### src/shared/bsc_pkg.sv
// Constants shared by the strap decoder and packet screen
package bsc_pkg;

  // Header format field bits
  localparam int FMT_W = 2;
  localparam int FMT_4DW_BIT = 0;
  localparam int FMT_DATA_BIT = 1;

  // Header type codes (5 bits)
  localparam int TYPE_W = 5;
  localparam logic [4:0] TYPE_MEM = 5'h00;
  localparam logic [4:0] TYPE_MEM_LK = 5'h01;
  localparam logic [4:0] TYPE_IO = 5'h02;
  localparam logic [4:0] TYPE_CFG0 = 5'h04;
  localparam logic [4:0] TYPE_CFG1 = 5'h05;
  localparam logic [4:0] TYPE_CPL = 5'h0A;
  localparam logic [4:0] TYPE_CPL_LK = 5'h0B;
  localparam logic [1:0] TYPE_MSG_HI = 2'h2;
  localparam int MSG_DEST_W = 3;

  // Traffic class
  localparam int TC_W = 3;
  localparam logic [2:0] TC_ZERO = 3'h0;

  // Payload length limits in dwords
  localparam int LEN_W = 10;
  localparam logic [9:0] LEN_MIN_DW = 10'h001;
  localparam logic [9:0] LEN_MAX_DW = 10'h040;

  // Packet class codes
  localparam int CLASS_W = 3;
  localparam logic [2:0] CLASS_NONE = 3'h0;
  localparam logic [2:0] CLASS_MEM = 3'h1;
  localparam logic [2:0] CLASS_IO = 3'h2;
  localparam logic [2:0] CLASS_CFG = 3'h3;
  localparam logic [2:0] CLASS_MSG = 3'h4;
  localparam logic [2:0] CLASS_CPL = 3'h5;

  // Routing method codes
  localparam int ROUTE_W = 2;
  localparam logic [1:0] ROUTE_NONE = 2'h0;
  localparam logic [1:0] ROUTE_ADDR = 2'h1;
  localparam logic [1:0] ROUTE_ID = 2'h2;
  localparam logic [1:0] ROUTE_IMPL = 2'h3;

  // Chip control dword and its fields
  localparam int CFG_OFS_W = 8;
  localparam logic [7:0] CFG_OFS_CHIP_CTRL = 8'h40;
  localparam int ISO_EN_BIT = 26;
  localparam int UP_TC_LSB = 27;
  localparam logic [31:0] CHIP_CTRL_RST = 32'h0000_0000;

  // Device/port type values
  localparam logic [3:0] PORT_TYPE_FWD = 4'h7;
  localparam logic [3:0] PORT_TYPE_REV = 4'h8;

  // Request strap value that enables clock power management
  localparam logic [1:0] REQ_STRAP_PM = 2'h0;

endpackage : bsc_pkg

### src/rtl/bsc_top.sv
// Mode strap latch, bridge mode decode and packet header screen
module bsc_top (
  input wire logic I_REF_CLK,
  input wire logic I_RST,
  input wire logic I_MODE_SELECT_HIGH,
  input wire logic I_MODE_SELECT_LOW,
  input wire logic I_REVERSE_SELECT,
  input wire logic [1:0] I_REQ_N_STRAP,
  input wire logic I_PERST_N,
  input wire logic I_PCI_RST_N,
  input wire logic I_CFG_WR,
  input wire logic [7:0] I_CFG_OFS,
  input wire logic [31:0] I_CFG_WDATA,
  input wire logic I_HDR_VALID,
  input wire logic I_HDR_DOWNSTREAM,
  input wire logic [1:0] I_HDR_FMT,
  input wire logic [4:0] I_HDR_TYPE,
  input wire logic [2:0] I_HDR_TC,
  input wire logic [9:0] I_HDR_LEN,
  output logic O_STRAP_VALID,
  output logic O_SMBUS_MODE,
  output logic O_SCL_OE_N,
  output logic O_SDA_OPEN_DRAIN,
  output logic O_INT_ARBITER,
  output logic O_REVERSE_MODE,
  output logic [3:0] O_PORT_TYPE,
  output logic O_CLK_PM_EN,
  output logic O_TWO_DEV_ONLY,
  output logic O_CLKOUT_TWO_IS_CLKREQ,
  output logic O_CLKOUT_THREE_IS_CLKRUN,
  output logic O_SHORT_INIT,
  output logic O_LOOPBACK_TEST,
  output logic O_BRIDGE_TEST,
  output logic [31:0] O_CHIP_CTRL,
  output logic O_ISO_EN,
  output logic [2:0] O_UP_TC,
  output logic O_TLP_VALID,
  output logic [2:0] O_TLP_CLASS,
  output logic O_TLP_4DW,
  output logic O_TLP_HAS_DATA,
  output logic [1:0] O_TLP_ROUTE,
  output logic [2:0] O_TLP_MSG_DEST,
  output logic O_TLP_LEN_ERR,
  output logic O_TLP_MALFORMED,
  output logic O_TLP_UNSUPPORTED,
  output logic O_TLP_TO_PCI
);

  // Strap latch sequence
  typedef enum logic [2:0] {
    ST_HOLD = 3'b001,
    ST_RELEASE = 3'b010,
    ST_RUN = 3'b100
  } bsc_strap_e;

  // All state of the block
  typedef struct packed {
    bsc_strap_e st;
    logic src_pci;
    logic tm_hi;
    logic tm_lo;
    logic rev;
    logic [1:0] req;
    logic strap_valid;
    logic smbus;
    logic scl_oe_n;
    logic sda_od;
    logic int_arb;
    logic rev_mode;
    logic [3:0] port_type;
    logic clk_pm;
    logic two_dev;
    logic clkreq;
    logic clkrun;
    logic short_init;
    logic loopback;
    logic bridge_test;
    logic [31:0] chip_ctrl;
    logic iso_en;
    logic [2:0] up_tc;
    logic tlp_valid;
    logic [2:0] tlp_class;
    logic tlp_4dw;
    logic tlp_data;
    logic [1:0] tlp_route;
    logic [2:0] msg_dest;
    logic len_err;
    logic malformed;
    logic unsupported;
    logic to_pci;
  } bsc_state_s;

  bsc_state_s st_q;
  bsc_state_s st_d;

  logic [6:0] pin_raw;
  logic [6:0] pin_sync;
  logic s_tm_hi;
  logic s_tm_lo;
  logic s_rev;
  logic [1:0] s_req;
  logic s_perst_n;
  logic s_pci_rst_n;

  // Reset pins and straps are asynchronous to the reference clock
  assign pin_raw = {I_MODE_SELECT_HIGH, I_MODE_SELECT_LOW, I_REVERSE_SELECT, I_REQ_N_STRAP, I_PERST_N, I_PCI_RST_N};

  bsc_sync #(
    .W(7)
  ) u_pin_sync (
    .i_clk(I_REF_CLK),
    .i_rst(I_RST),
    .i_async(pin_raw),
    .o_sync(pin_sync)
  );

  assign {s_tm_hi, s_tm_lo, s_rev, s_req, s_perst_n, s_pci_rst_n} = pin_sync;

  // Reset release source: PCI reset only for reverse mode under test strapping
  function automatic logic pick_pci_src(input logic tm_hi, input logic rev);
    pick_pci_src = tm_hi & rev;
  endfunction : pick_pci_src

  // Level of the chosen reset, high while that reset is released
  function automatic logic src_released(input logic use_pci, input logic perst_n, input logic pci_rst_n);
    src_released = use_pci ? pci_rst_n : perst_n;
  endfunction : src_released

  // Class of a header type code
  function automatic logic [2:0] type_class(input logic [4:0] t);
    logic [2:0] c;
    c = bsc_pkg::CLASS_NONE;
    if (t == bsc_pkg::TYPE_MEM || t == bsc_pkg::TYPE_MEM_LK) begin
      c = bsc_pkg::CLASS_MEM;
    end else if (t == bsc_pkg::TYPE_IO) begin
      c = bsc_pkg::CLASS_IO;
    end else if (t == bsc_pkg::TYPE_CFG0 || t == bsc_pkg::TYPE_CFG1) begin
      c = bsc_pkg::CLASS_CFG;
    end else if (t[4:3] == bsc_pkg::TYPE_MSG_HI) begin
      c = bsc_pkg::CLASS_MSG;
    end else if (t == bsc_pkg::TYPE_CPL || t == bsc_pkg::TYPE_CPL_LK) begin
      c = bsc_pkg::CLASS_CPL;
    end
    type_class = c;
  endfunction : type_class

  // Next state
  always_comb begin
    logic [2:0] cls;
    logic rel;
    logic [31:0] ctrl;
    logic [2:0] tc_sel;
    cls = bsc_pkg::CLASS_NONE;
    rel = 1'b0;
    ctrl = st_q.chip_ctrl;
    tc_sel = 3'h0;
    st_d = st_q;

    case (st_q.st)
      ST_HOLD: begin
        st_d.src_pci = pick_pci_src(s_tm_hi, s_rev);
        rel = src_released(pick_pci_src(s_tm_hi, s_rev), s_perst_n, s_pci_rst_n);
        if (rel) begin
          st_d.st = ST_RELEASE;
        end
      end
      ST_RELEASE: begin
        st_d.tm_hi = s_tm_hi;
        st_d.tm_lo = s_tm_lo;
        st_d.rev = s_rev;
        st_d.req = s_req;
        st_d.strap_valid = 1'b1;
        st_d.st = ST_RUN;
        if (!src_released(st_q.src_pci, s_perst_n, s_pci_rst_n)) begin
          st_d.strap_valid = 1'b0;
          st_d.st = ST_HOLD;
        end
      end
      ST_RUN: begin
        // hold until the same reset reasserts
        if (!src_released(st_q.src_pci, s_perst_n, s_pci_rst_n)) begin
          st_d.strap_valid = 1'b0;
          st_d.st = ST_HOLD;
        end
      end
      default: begin
        st_d.st = ST_HOLD;
        st_d.strap_valid = 1'b0;
      end
    endcase

    // Mode decode from the latched straps; steady straps assumed
    // all-low default mode
    st_d.int_arb = !st_d.tm_hi;
    st_d.smbus = !st_d.tm_hi && st_d.tm_lo;
    st_d.scl_oe_n = st_d.smbus;
    st_d.sda_od = st_d.smbus;
    st_d.rev_mode = st_d.rev;
    st_d.port_type = st_d.rev ? bsc_pkg::PORT_TYPE_REV : bsc_pkg::PORT_TYPE_FWD;
    st_d.clk_pm = !st_d.tm_hi && (st_d.req == bsc_pkg::REQ_STRAP_PM) && !st_d.rev;
    st_d.two_dev = st_d.clk_pm;
    st_d.clkreq = st_d.clk_pm;
    st_d.clkrun = st_d.clk_pm;
    st_d.short_init = st_d.tm_hi && st_d.tm_lo;
    st_d.loopback = st_d.tm_hi && !st_d.tm_lo && st_d.rev;
    st_d.bridge_test = st_d.tm_hi && !st_d.tm_lo && !st_d.rev;

    if (I_CFG_WR && I_CFG_OFS == bsc_pkg::CFG_OFS_CHIP_CTRL) begin
      ctrl = I_CFG_WDATA;
    end
    st_d.chip_ctrl = ctrl;
    st_d.iso_en = ctrl[bsc_pkg::ISO_EN_BIT];
    // upstream class choice, zero when mapping is off or select is zero
    tc_sel = ctrl[bsc_pkg::UP_TC_LSB +: bsc_pkg::TC_W];
    st_d.up_tc = (ctrl[bsc_pkg::ISO_EN_BIT] && tc_sel != bsc_pkg::TC_ZERO) ? tc_sel : bsc_pkg::TC_ZERO;

    // Header screen, one result per valid header
    st_d.tlp_valid = I_HDR_VALID;
    if (I_HDR_VALID) begin
      cls = type_class(I_HDR_TYPE);
      st_d.tlp_class = cls;
      st_d.tlp_4dw = I_HDR_FMT[bsc_pkg::FMT_4DW_BIT];
      st_d.tlp_data = I_HDR_FMT[bsc_pkg::FMT_DATA_BIT];
      // payload 1..64 dwords; a zero field means 1024 dwords
      st_d.len_err = I_HDR_FMT[bsc_pkg::FMT_DATA_BIT]
        && (I_HDR_LEN < bsc_pkg::LEN_MIN_DW || I_HDR_LEN > bsc_pkg::LEN_MAX_DW);
      case (cls)
        bsc_pkg::CLASS_MEM: begin
          st_d.tlp_route = bsc_pkg::ROUTE_ADDR;
        end
        bsc_pkg::CLASS_IO: begin
          st_d.tlp_route = bsc_pkg::ROUTE_ADDR;
        end
        bsc_pkg::CLASS_CFG: begin
          st_d.tlp_route = bsc_pkg::ROUTE_ID;
        end
        bsc_pkg::CLASS_CPL: begin
          st_d.tlp_route = bsc_pkg::ROUTE_ID;
        end
        bsc_pkg::CLASS_MSG: begin
          st_d.tlp_route = bsc_pkg::ROUTE_IMPL;
        end
        default: begin
          st_d.tlp_route = bsc_pkg::ROUTE_NONE;
        end
      endcase
      st_d.msg_dest = (cls == bsc_pkg::CLASS_MSG) ? I_HDR_TYPE[bsc_pkg::MSG_DEST_W-1:0] : 3'h0;
      // advanced-switching and other codes fall out as unsupported
      st_d.unsupported = (cls == bsc_pkg::CLASS_NONE);
      // nonzero class on messages, or downstream cfg/io
      st_d.malformed = (I_HDR_TC != bsc_pkg::TC_ZERO)
        && ((cls == bsc_pkg::CLASS_MSG)
        || (I_HDR_DOWNSTREAM && (cls == bsc_pkg::CLASS_CFG || cls == bsc_pkg::CLASS_IO)));
      // memory converts whatever its class; others only when clean
      st_d.to_pci = I_HDR_DOWNSTREAM && !st_d.len_err && !st_d.unsupported
        && ((cls == bsc_pkg::CLASS_MEM) || !st_d.malformed);
    end
  end

  // Single state register
  always_ff @(posedge I_REF_CLK or posedge I_RST) begin
    if (I_RST) begin
      st_q <= '0;
      st_q.st <= ST_HOLD;
      st_q.port_type <= bsc_pkg::PORT_TYPE_FWD;
      st_q.int_arb <= 1'b1;
      // Request straps rest at their idle level, so power management stays off until the latch
      st_q.req <= ~bsc_pkg::REQ_STRAP_PM;
      st_q.chip_ctrl <= bsc_pkg::CHIP_CTRL_RST;
    end else begin
      st_q <= st_d;
    end
  end

  // Outputs straight from the state register
  assign O_STRAP_VALID = st_q.strap_valid;
  assign O_SMBUS_MODE = st_q.smbus;
  assign O_SCL_OE_N = st_q.scl_oe_n;
  assign O_SDA_OPEN_DRAIN = st_q.sda_od;
  assign O_INT_ARBITER = st_q.int_arb;
  assign O_REVERSE_MODE = st_q.rev_mode;
  assign O_PORT_TYPE = st_q.port_type;
  assign O_CLK_PM_EN = st_q.clk_pm;
  assign O_TWO_DEV_ONLY = st_q.two_dev;
  assign O_CLKOUT_TWO_IS_CLKREQ = st_q.clkreq;
  assign O_CLKOUT_THREE_IS_CLKRUN = st_q.clkrun;
  assign O_SHORT_INIT = st_q.short_init;
  assign O_LOOPBACK_TEST = st_q.loopback;
  assign O_BRIDGE_TEST = st_q.bridge_test;
  assign O_CHIP_CTRL = st_q.chip_ctrl;
  assign O_ISO_EN = st_q.iso_en;
  assign O_UP_TC = st_q.up_tc;
  assign O_TLP_VALID = st_q.tlp_valid;
  assign O_TLP_CLASS = st_q.tlp_class;
  assign O_TLP_4DW = st_q.tlp_4dw;
  assign O_TLP_HAS_DATA = st_q.tlp_data;
  assign O_TLP_ROUTE = st_q.tlp_route;
  assign O_TLP_MSG_DEST = st_q.msg_dest;
  assign O_TLP_LEN_ERR = st_q.len_err;
  assign O_TLP_MALFORMED = st_q.malformed;
  assign O_TLP_UNSUPPORTED = st_q.unsupported;
  assign O_TLP_TO_PCI = st_q.to_pci;

endmodule : bsc_top

### src/rtl/bsc_sync.sv
// Two-flop synchroniser for asynchronous pin levels
module bsc_sync #(
  parameter int W = 1
) (
  input wire logic i_clk,
  input wire logic i_rst,
  input wire logic [W-1:0] i_async,
  output logic [W-1:0] o_sync
);

  typedef struct packed {
    logic [W-1:0] meta;
    logic [W-1:0] stab;
  } bsc_sync_s;

  bsc_sync_s st_q;
  bsc_sync_s st_d;

  // First stage feeds only the second stage
  always_comb begin
    st_d.meta = i_async;
    st_d.stab = st_q.meta;
  end

  always_ff @(posedge i_clk or posedge i_rst) begin
    if (i_rst) begin
      st_q <= '0;
    end else begin
      st_q <= st_d;
    end
  end

  assign o_sync = st_q.stab;

endmodule : bsc_sync

### config.mk
export PLATFORM = sky130hd
export DESIGN_NAME = bsc_top
export DESIGN_NICKNAME = d
export VERILOG_FILES = /design/src/shared/bsc_pkg.sv /design/src/rtl/bsc_top.sv /design/src/rtl/bsc_sync.sv
export SDC_FILE = /design/constraint.sdc
export NUM_CORES = 1
export LEC_CHECK = 0
export ABC_AREA = 1
export ABC_CLOCK_PERIOD_IN_PS = 2700
export BUFFER_PORTS_ARGS = -buffer_cell sky130_fd_sc_hd__buf_4
export CAP_MARGIN = 10
export CORE_MARGIN = 3
export CORE_UTILIZATION = 37
export DETAILED_ROUTE_END_ITERATION = 7
export PLACE_DENSITY = 0.62
export SYNTH_ARGS = -nofsm -noshare
export SYNTH_HDL_FRONTEND = slang
export SYNTH_SLANG_ARGS = --single-unit
### constraint.sdc
create_clock -name I_REF_CLK -period 2.7 [get_ports I_REF_CLK]
set_input_delay 0.405 -clock I_REF_CLK [delete_from_list [all_inputs] [get_ports I_REF_CLK]]
set_output_delay 0.405 -clock I_REF_CLK [all_outputs]
set_load 0.05 [all_outputs]
Word-level counts from Yosys, hierarchy flattened
Cells that the tools add are included.

Register bits: 85. Latch bits: 0. RAM bits: 0. Memory bits (read-only): 0. Bits of input ports: 72. Output and inout bits: 68. Logic and storage cells: 110. Memories kept: 0.

Add/subtract/negate cells: 0. Multipliers: 0. Divide/modulo/power cells: 0. Magnitude comparators: 2. Equal/unequal tests: 18. Shift operators: 0. Muxes and demuxes: 21. Bitwise gates (word level): 2. Reductions and logical operators: 37.

Operators by type and width (count): 3-bit 2-to-1 mux (11); 30-bit 2-to-1 mux (1); 1-bit logical AND (15); 5-bit by 3-bit equality test with 1-bit output, second input constant (2); 5-bit by 4-bit equality test with 1-bit output, second input constant (2); 10-bit by 7-bit > comparator with 1-bit output, second input constant (1); 10-bit by 1-bit less-than comparator with 1-bit output, second input constant (1); 3-bit by 2-bit equality test with 1-bit output, second input constant (3); 3-bit equality test, second input constant (3); 3-bit case mux with 3 select lines (1); 8-bit by 7-bit equality test with 1-bit output, second input constant (1); 1-bit logical OR (7); 3-bit by 1-bit equality test with 1-bit output, second input constant (2); 1-bit logical NOT (6); 2-bit case mux with 3 select lines (1); 3-bit nonzero test (2); 5-bit by 1-bit equality test with 1-bit output, second input constant (1); 5-bit by 2-bit equality test with 1-bit output, second input constant (1); 5-bit logical NOT (1); 5-bit 2-to-1 mux (1); 1-bit 2-to-1 mux (4); 4-bit 2-to-1 mux (1); 2-bit inequality test, second input constant (2); 2-bit AND reduction (2); 7 further kinds (8).

Longest topological paths before layout
Gate-level depths: netlist of run 1.

Depth in word-level cells: 16. Depth in mapped cells: 9. Mapped depth without buffers: 9.

Modules after synthesis
Synthesis of run 1 repeated with hierarchy kept, for this count alone.

Cell total of the unflattened synthesis: 318. Area, all modules: 3585.9 um^2.

Modules (own cells, without submodules): bsc_top (times used 1, cells an instance 303, area each 3231.8 um^2, seq. area each 1682.9 um^2); bsc_sync (times used 1, cells an instance 15, area each 354.1 um^2, seq. area each 350.3 um^2).

Worst setup path before layout of run 1
Ideal clock, no wire load.

Kind: input port to flip-flop. Start point: input I_CFG_OFS[3]. End point: register st_q, in the netlist O_CHIP_CTRL[0]. Setup time: 125 ps. Data arrival time: 1294 ps. Required time: 2575 ps. Setup slack: 1281 ps. Cell stages on the path: 5. Path buffers: 1. Cells stage by stage: nor2_1 -> nand3_2 -> nor2_4 -> buf_4 -> mux2_2.

Word-level cells in the longest chain between the ends: 2.

RTL lines: start: declaration (line bsc_top.sv:12) `input wire logic [7:0] I_CFG_OFS,`; 8-bit by 7-bit equality test with 1-bit output (line bsc_top.sv:208) `if (I_CFG_WR && I_CFG_OFS == bsc_pkg::CFG_OFS_CHIP_CTRL) begin`; 1-bit logical AND (line bsc_top.sv:208); end signal: assignment (line bsc_top.sv:271) `st_q <= st_d;`; end: declaration (line bsc_top.sv:93) `bsc_state_s st_q;`.

No other way between the ends. A chain may end at the register's enable or synchronous reset.

==> results.json, run 1 <==
{
  "final_common_cell": "buf_4",
  "synth_cells": 313,
  "drt_wl_total_um": 6893,
  "die_area_sq_um": 10560,
  "synth_cell_types": 26,
  "initial_core_util_pct": 38.95,
  "ys_seq_area_share_pct": 58.71,
  "tns_ns": 0,
  "ir_worst_vdd_uv": 410.4,
  "grt_use_total_pct": 13.94,
  "synthToLayoutAreaGrowth_pct": 27.20,
  "grt.overflow.total": 0,
  "synth_ff_type": "dfrtp_1",
  "max_freq_ghz": 0.6426,
  "synth_top_cell_area_share_pct": 54.91,
  "hold_slack_ns": 0.1162,
  "slew_headroom_pct": 59.98,
  "drv_slew": 0,
  "io_buffers": 139,
  "setup_ws_ns": 1.144,
  "cts_sinks": 81,
  "skew_ns": 0.005040,
  "worstPathRequired_ns": 2.91,
  "die_x_um": 102.8,
  "ioPinCount": 140,
  "wire_per_inst_um": 13.20,
  "mostFrequentLayoutCells": "buf_4, dfrtp_1, nand2_1",
  "drc_errors": 0,
  "h-tree-depth": 3,
  "cts_buffers": 9,
  "die_h_um": 102.8,
  "p_leak_nw": 2.395,
  "p_per_area_nw_per_um2": 772.6,
  "clk_pin_slew_worst_paths_ns": 0.08,
  "cts_root_buf": "clkbuf_8",
  "dpl.hpwl_um": 5145,
  "yosysTopAreaCell": "dfrtp_1",
  "grt_pass1_vias": 2487,
  "finalHoldViolCount": 0,
  "grt_max_degree": 37,
  "crit_arrival_ns": 1.77,
  "async_flop_share_pct": 100.0,
  "core_area_sq_um": 8891,
  "critPathLaunch": "I_CFG_OFS[5]",
  "finalCriticalPeriod_ns": 1.556,
  "outcome": "completed",
  "cp-start-kind": "input port",
  "timing.rr.start": "st_q[74]$_DFFE_PP1P_",
  "synth_edf_count": 0,
  "critPathCaptureType": "flop",
  "gp_congestion": 0.7674,
  "critical_path.max_fanout": 33,
  "cts.path.max_buffers": 2,
  "worst-r2r-setup-slack_ns": 1.24,
  "post_cts_resized": 0,
  "final.period_utilization_pct": 57.64,
  "via_per_inst": 4.513,
  "rows": 34,
  "route.vias.total": 2356,
  "maxCapViolCount": 0,
  "drive_gt1_share_pct": 48.79,
  "drtIter0Drc": 57,
  "final_util_pct": 49.55,
  "critPathKind": "input port to flop",
  "synth.area.top_cells": "dfrtp_1, buf_4, mux2_2, nand2_1, dfstp_2",
  "grt_antenna_before_repair": 0,
  "syn_area_per_cell_sq_um": 11.06,
  "ant_nets": 0,
  "n_antenna_cell": 0,
  "grt_pass1_wl_um": 11460,
  "firstDrtPassIters": 4,
  "clk_latency_ns": 0.34,
  "nets": 481,
  "cts_setup_buffers": 0,
  "syn_nets": 385,
  "synth_seq_cells": 81,
  "rsz0062_at_grt": "no",
  "ctsHoldBuffers": 0,
  "synth_area_sq_um": 3463,
  "hold_path_class": "input port to async pin",
  "dp_worst_setup_slack_ns": 0.7730,
  "cts_tree": "built",
  "ys_warn_count": 0,
  "worst_pin_slew_ns": 0.5996,
  "finalSetupViolCount": 0
}
final cells by class:
type / count / area, sq um
fill: 828 / 4486
sequential: 81 / 2033
timing repair buffer: 142 / 1066
multi-input combinational: 144 / 889.6
tap: 108 / 135.1
clock buffer: 11 / 131.4
inverter: 31 / 117.6
clock inverter: 5 / 32.53
per-stage QoR:
stage	area, sq um	power, mW	std cells
5_1_grt	4405	3.626	522
3_3_place_gp	4242	2.664	506
4_1_cts	4405	3.462	522
2_1_floorplan	3463	2.407	313
3_5_place_dp	4242	2.682	506
6_report	4405	3.404	522
per-layer routing:
layer | GRT usage, % | vias to the layer above | part of all wire, %
li1 | - | 1148 | -
met1 | 16.52 | 1100 | 41
met2 | 22.79 | 102 | 48
met3 | 6.901 | 6 | 10
met4 | 3.486 | 0 | 0.94
met5 | 0 | - | 0
worst max-delay path, cell delays in order:
cell	delay, ns
buf_4	0.11
nor2_1	0.12
nand3_2	0.15
nor2_4	0.10
buf_4	0.39
nand2_1	0.08
o21ai_0	0.16
nand3_2	0.11
nand2_2	0.09
nor2_1	0.04
cell families (layout without fill, tap and decap cells):
kind of cell	count (synthesis)	in the layout	synth area share (%)
compound gates	25	25	4.299
buf+inv	88	189	15.61
flops	81	81	58.71
mux	28	28	9.104
simple gates	91	91	12.28
where the power goes:
| part | switching, mW | total (mW) | internal, mW | leakage [nW] |
|---|---|---|---|---|
| logic | 0.807 | 1.16 | 0.356 | 1.28 |
| clock network | 0.426 | 0.757 | 0.331 | 0.0753 |
| registers | 0.0807 | 1.48 | 1.40 | 1.04 |
| total | 1.31 | 3.40 | 2.09 | 2.39 |
path summary, 6_finish.rpt:
check | depth (start not counted) | endpoint
setup / recovery | 10 | O_UP_TC[0]$_DFF_PP0_
min in group I_REF_CLK | 1 | u_pin_sync.st_d[1]$_DFF_PP0_
max in group asynchronous | 3 | O_CHIP_CTRL[26]$_DFF_PP0_
setup reg to reg | 6 | O_CLKOUT_THREE_IS_CLKRUN$_DFF_PP0_
hold reg to reg | 0 | u_pin_sync.o_sync[4]$_DFF_PP0_
hold / removal | 2 | O_SDA_OPEN_DRAIN$_DFF_PP0_
cell usage after synthesis (all sizes together), types with 2 or more instances:
| master | number |
|---|---|
| nand3 | 10 |
| nand4 | 4 |
| nand2 | 43 |
| dfstp | 5 |
| dfrtp | 76 |
| inv | 30 |
| a21oi | 2 |
| a31oi | 4 |
| nor2 | 30 |
| o21ai | 15 |
| clkbuf | 2 |
| o21bai | 2 |
| buf | 55 |
| mux2 | 28 |
flip-flops by register name, summed over array words and instances (netlist names), 2 cells and up:
register,flops
O_CHIP_CTRL,32
O_PORT_TYPE,2
u_pin_sync.st_d,7
O_UP_TC,3
O_TLP_MSG_DEST,3
O_TLP_ROUTE,2
u_pin_sync.o_sync,7
O_TLP_CLASS,3
st_q,8
Power figures use the tool's default switching activity.
==> run 2, diff against run 1 <==
- ABC_CLOCK_PERIOD_IN_PS: 2700 -> 1600
- clock period: 2.7 -> 1.6 ns (I/O delays scaled with it)
==> run 2 against run 1 <==
Sequential cell count did not move; hold slack lost 0.11 ns; clock power grew 120%; global-route usage decreased by 0.68 points; via count rose by 1.8%; cell count grew 1.5%; highest routed layer unchanged.
==> results.json, run 2 (same netlist as run 1, synthesis figures left out) <==
{
  "outcome": "completed",
  "drive_gt1_share_pct": 48.58,
  "timing.rr.start": "st_q[74]$_DFFE_PP1P_",
  "wire_per_inst_um": 12.58,
  "critPathCaptureType": "flop",
  "final_common_cell": "buf_4",
  "gp_congestion": 0.8017,
  "skew_ns": 0.01036,
  "h-tree-depth": 3,
  "grt_pass1_vias": 2434,
  "grt.overflow.total": 0,
  "cts.path.max_buffers": 2,
  "slowest_stage": "dfstp_2",
  "critPathKind": "flop to flop",
  "die_x_um": 102.8,
  "grt_antenna_before_repair": 0,
  "reg2reg_to": "O_CLKOUT_THREE_IS_CLKRUN$_DFF_PP0_",
  "cts_buffers": 9,
  "slowest_delay_ns": 0.53,
  "cts_sinks": 81,
  "core_area_sq_um": 8891,
  "placed_area_sq_um": 4264,
  "drc_errors": 0,
  "stdcell_area_sq_um": 4562,
  "multi_input_area_sq_um": 889.6,
  "finalSetupViolCount": 0,
  "nets": 489,
  "drtIter0Drc": 36,
  "fillers": 808,
  "grt_max_degree": 82,
  "clk_pin_slew_worst_paths_ns": 0.08,
  "largest_reg_flops": 32,
  "ir_worst_vdd_uv": 714.4,
  "cp-start-kind": "flop",
  "hold_path_class": "input port to async pin",
  "drt_wl_total_um": 6665,
  "maxCapViolCount": 0,
  "drv_slew": 0,
  "worstPathRequired_ns": 1.85,
  "reg2reg_depth": 6,
  "final.period_utilization_pct": 89.47,
  "p_leak_nw": 2.469,
  "mostFrequentLayoutCells": "buf_4, dfrtp_1, nand2_1",
  "dpl.hpwl_um": 4999,
  "power_mw": 6.112,
  "ant_nets": 0,
  "clk_latency_ns": 0.33,
  "ioPinCount": 140,
  "regArea_sq_um": 2033,
  "die_h_um": 102.8,
  "dp_cells": 507,
  "cts_root_buf": "clkbuf_8",
  "worst-r2r-setup-slack_ns": 0.17,
  "initial_core_util_pct": 38.95,
  "io_buffers": 139,
  "rsz0062_at_grt": "no",
  "tns_ns": 0,
  "synthToLayoutAreaGrowth_pct": 31.72,
  "p_per_area_nw_per_um2": 1340,
  "n_antenna_cell": 0,
  "rows": 34,
  "cts_tree": "built",
  "grt_pass1_wl_um": 10810,
  "finalHoldViolCount": 0,
  "worstPathCellList": "clkinv_1 > nand3_2 > nand2_1 > o21ai_2 > inv_1 > nor4_2",
  "firstDrtPassIters": 5,
  "finalCriticalPeriod_ns": 1.432,
  "critical_path.max_fanout": 10,
  "route.vias.total": 2399,
  "crit_arrival_ns": 1.68,
  "grt_use_total_pct": 13.26,
  "max_freq_ghz": 0.6985,
  "slew_headroom_pct": 71.84,
  "final_cells": 530,
  "die_area_sq_um": 10560,
  "worst_pin_slew_ns": 0.4223,
  "via_per_inst": 4.526
}
run 2: cell type report:
cell class | count | share of cell area, %
clock inverter | 6 | 1.975
multi-input combinational | 144 | 19.50
sequential | 81 | 44.57
timing repair buffer | 150 | 25.34
inverter | 31 | 2.633
clock buffer | 10 | 3.017
tap | 108 | 2.962
run 2: through the flow:
step	hold slack [ns]	util [%]	worst slack, ns
global placement	0.3338	47.96	0.1515
detailed placement	0.3347	47.96	0.09014
global route	0.02286	51.31	0.03757
finish	0.008040	51.31	0.1684
CTS	0.01508	51.31	0.1405
floorplan	0.2714	-	0.2941
run 2: critical path, delay by kind of cell, from the launching register on:
family                 cells  cell delay, ns
AOI/OAI and AO/OA          1            0.08
and+or+nand+nor            3            0.53
buffers and inverters      2            0.20
DFF                        1            0.53
run 2: worst max path at each step:
stage / from / endpoint / slack, ns / cells past startpoint
floorplan: st_q[74]$_DFFE_PP1P_ / O_CLKOUT_THREE_IS_CLKRUN$_DFF_PP0_ / 0.29 / 6
global placement: I_CFG_OFS[5] / O_UP_TC[0]$_DFF_PP0_ / 0.15 / 10
detailed placement: I_CFG_OFS[5] / O_UP_TC[0]$_DFF_PP0_ / 0.09 / 10
CTS: st_q[74]$_DFFE_PP1P_ / O_CLKOUT_THREE_IS_CLKRUN$_DFF_PP0_ / 0.14 / 6
global route: st_q[74]$_DFFE_PP1P_ / O_CLKOUT_THREE_IS_CLKRUN$_DFF_PP0_ / 0.04 / 6
finish: st_q[74]$_DFFE_PP1P_ / O_CLKOUT_THREE_IS_CLKRUN$_DFF_PP0_ / 0.17 / 6
run 2: layer usage:
metal	wire length [um]	share of wire (%)	global-route usage, %	vias up
met4	27	0.41	3.386	0
met2	3311	50	22.64	103
met3	715	11	6.698	4
met1	2611	39	14.77	1129
met5	0	0	0	-
li1	-	-	-	1163
run 2: power by group:
group	total [mW]	internal, mW	switching [mW]
combinational	1.97	0.614	1.35
clock	1.64	0.927	0.715
sequential	2.50	2.37	0.135
total	6.11	3.91	2.20
run 2: timing repair:
action / 4_1_cts / 5_1_grt
setup buffers: 0 / 0
gates resized for setup: 0 / 0
hold buffers: 7 / 0
endpoints found under the hold margin: 7 / 0
==> run 3, diff against run 2 <==
- ABC_AREA: 1 -> unset
==> run 3 against run 2 <==
Register-to-register slack worse by 0.07 ns; first-iteration DRC count is 94% higher; clock power is 5% lower; wire length is 2.0% higher; die area is 0.30% higher; design area is 0.44% higher; utilization hardly changed; power is 1.7% lower; cell count is 7.5% lower; critical path depth is 2 lower; hold slack better by 0.11 ns; synthesized cell count is 13% lower; highest routed layer unchanged.
==> results.json, run 3 <==
{
  "worstPathRequired_ns": 1.84,
  "gp_congestion": 0.7650,
  "io_buffers": 139,
  "clk_latency_ns": 0.34,
  "drv_slew": 0,
  "slowest_delay_ns": 0.44,
  "synth_ff_type": "dfrtp_1",
  "synthMuxAreaShare_pct": 15.30,
  "final.period_utilization_pct": 93.92,
  "setup_ws_ns": 0.09724,
  "synth_simple_gate_area_share_pct": 6.878,
  "synth_area_sq_um": 3475,
  "final_util_pct": 51.29,
  "critical_path.max_fanout": 5,
  "largest_reg_flops": 32,
  "final_cells": 490,
  "critPathKind": "flop to flop",
  "slowest_stage": "dfrtp_1",
  "synth_cells": 272,
  "skew_ns": 0.01018,
  "finalSetupViolCount": 0,
  "clk_pin_slew_worst_paths_ns": 0.09,
  "ioPinCount": 140,
  "cts_sinks": 81,
  "p_per_area_nw_per_um2": 1311,
  "fillers": 804,
  "drtIter0Drc": 70,
  "p_leak_nw": 2.360,
  "synthToLayoutAreaGrowth_pct": 31.87,
  "nets": 449,
  "route.vias.total": 2252,
  "drive_gt1_share_pct": 54.97,
  "syn_nets": 344,
  "outcome": "completed",
  "core_area_sq_um": 8934,
  "multi_input_area_sq_um": 955.9,
  "hold_slack_ns": 0.1207,
  "worstPathCellList": "nor3b_4 > buf_4 > mux2_2 > nor4_1",
  "ant_nets": 0,
  "synth_edf_count": 0,
  "regArea_sq_um": 2033,
  "final_common_cell": "buf_4",
  "grt_pass1_wl_um": 10700,
  "synth.most_common_cell": "dfrtp_1",
  "syn_area_per_cell_sq_um": 12.77,
  "critPathCaptureType": "flop",
  "die_x_um": 102.9,
  "finalCriticalPeriod_ns": 1.503,
  "synth_compound_area_share_pct": 5.221,
  "grt_max_degree": 57,
  "worst_pin_slew_ns": 0.3994,
  "cts_tree": "built",
  "drc_errors": 0,
  "initial_core_util_pct": 38.89,
  "grt_pass1_vias": 2318,
  "maxCapViolCount": 0,
  "via_per_inst": 4.596,
  "ys_seq_area_share_pct": 58.52,
  "synth_top_family_by_area": "multiplexers",
  "dp_worst_setup_slack_ns": 0.02998,
  "ir_worst_vdd_uv": 782.7,
  "hold_path_class": "input port to flop",
  "cp-start-kind": "flop",
  "dpl.hpwl_um": 4940,
  "wire_per_inst_um": 13.88,
  "grt.overflow.total": 0,
  "cts_buffers": 9,
  "slew_headroom_pct": 73.13,
  "dp_cells": 465,
  "synth.area.top_cells": "dfrtp_1, buf_4, mux2_2, mux2_4, dfstp_2",
  "cts_root_buf": "clkbuf_8",
  "cts.path.max_buffers": 2,
  "crit_arrival_ns": 1.75,
  "grt_antenna_before_repair": 0,
  "synth_seq_cells": 81,
  "n_antenna_cell": 0,
  "grt_use_total_pct": 12.92,
  "rows": 34,
  "synth_cell_types": 34,
  "die_area_sq_um": 10590,
  "yosysTopAreaCell": "dfrtp_1",
  "finalHoldViolCount": 0,
  "max_freq_ghz": 0.6654,
  "drt_wl_total_um": 6799,
  "synthAdderAreaFrac_pct": 0,
  "synth_xor_area_share_pct": 0,
  "die_h_um": 102.9,
  "synth_top_cell_area_share_pct": 54.74,
  "ys_warn_count": 0,
  "mostFrequentLayoutCells": "buf_4, dfrtp_1, mux2_2",
  "async_flop_share_pct": 100.0,
  "firstDrtPassIters": 4,
  "synth_common_cells": "dfrtp_1, buf_4, mux2_2",
  "h-tree-depth": 3
}
## run 3: cell types whose count changed in the layout (fill, tap and decap cells not counted), moves of 4 or more
cell	before	now
mux2_4	0	14
a31oi_1	4	0
inv_1	29	12
nand2_1	39	14
nand2_2	4	0
nor2_1	29	9
o211ai_1	0	4
nor4_1	0	4
## run 3: cell type report
cell class	count	share of cell area [%]
Timing Repair Buffer	153	26.05
Clock inverter	7	1.830
Sequential cell	81	44.37
Multi-Input combinational cell	118	20.86
Clock buffer	9	2.703
Inverter	14	1.229
Tap cell	108	2.949
## run 3: repair_timing
item,CTS,global route
setup endpoints to repair,0,3
hold buffers,8,0
buffers inserted,0,1
resized for setup,0,1
endpoints found under the hold margin,83,0
## run 3: path summary, 6_finish.rpt
kind / endpoint / slack [ns] / from / cells after the start
hold reg to reg: u_pin_sync.o_sync[0]$_DFF_PP0_ / 0.35 / u_pin_sync.st_d[0]$_DFF_PP0_ / 0
setup / recovery: O_CLKOUT_THREE_IS_CLKRUN$_DFF_PP0_ / 0.1 / st_q[76]$_DFFE_PP0P_ / 4
setup reg to reg: O_CLKOUT_THREE_IS_CLKRUN$_DFF_PP0_ / 0.1 / st_q[76]$_DFFE_PP0P_ / 4
min in group asynchronous: u_pin_sync.o_sync[5]$_DFF_PP0_ / 0.54 / I_RST / 4
hold / removal: O_CHIP_CTRL[25]$_DFFE_PP0P_ / 0.12 / I_CFG_WDATA[25] / 2
max in group asynchronous: O_PORT_TYPE[2]$_DFF_PP1_ / 0.75 / I_RST / 4
## run 3: where the power goes
group	internal (mW)	leakage, nW	switching [mW]
logic	0.671	1.21	1.30
registers	2.34	1.04	0.147
clock network	0.751	0.103	0.796
## run 3: cells by family after synthesis
group,Yosys count
multiplexers,43
AO/OA/AOI/OAI,29
flip-flops,81
buffers and inverters,73
AND/OR/NAND/NOR,46
## run 3: metal layers
layer	global-route usage [%]	up-vias	wire length [um]
met4	6.275	0	95
met5	0	-	0
li1	-	1075	-
met2	21.36	93	3413
met1	15.40	1077	2753
met3	3.789	7	537
## run 3: per-stage QoR
step	instance area [sq um]	power (mW)	TNS, ns
after floorplan	3478	4.006	0
after global placement	4283	4.458	0
after detailed placement	4283	4.490	0
after CTS	4571	6.091	0
after global routing	4582	6.297	-0.002623
final	4582	6.007	0
## run 3: critical path: cells and delay by family, from the launching register on
family	cells	cell delay (ns)
and+or+nand+nor	2	0.46
DFF	1	0.44
muxes	1	0.35
buffers and inverters	1	0.17
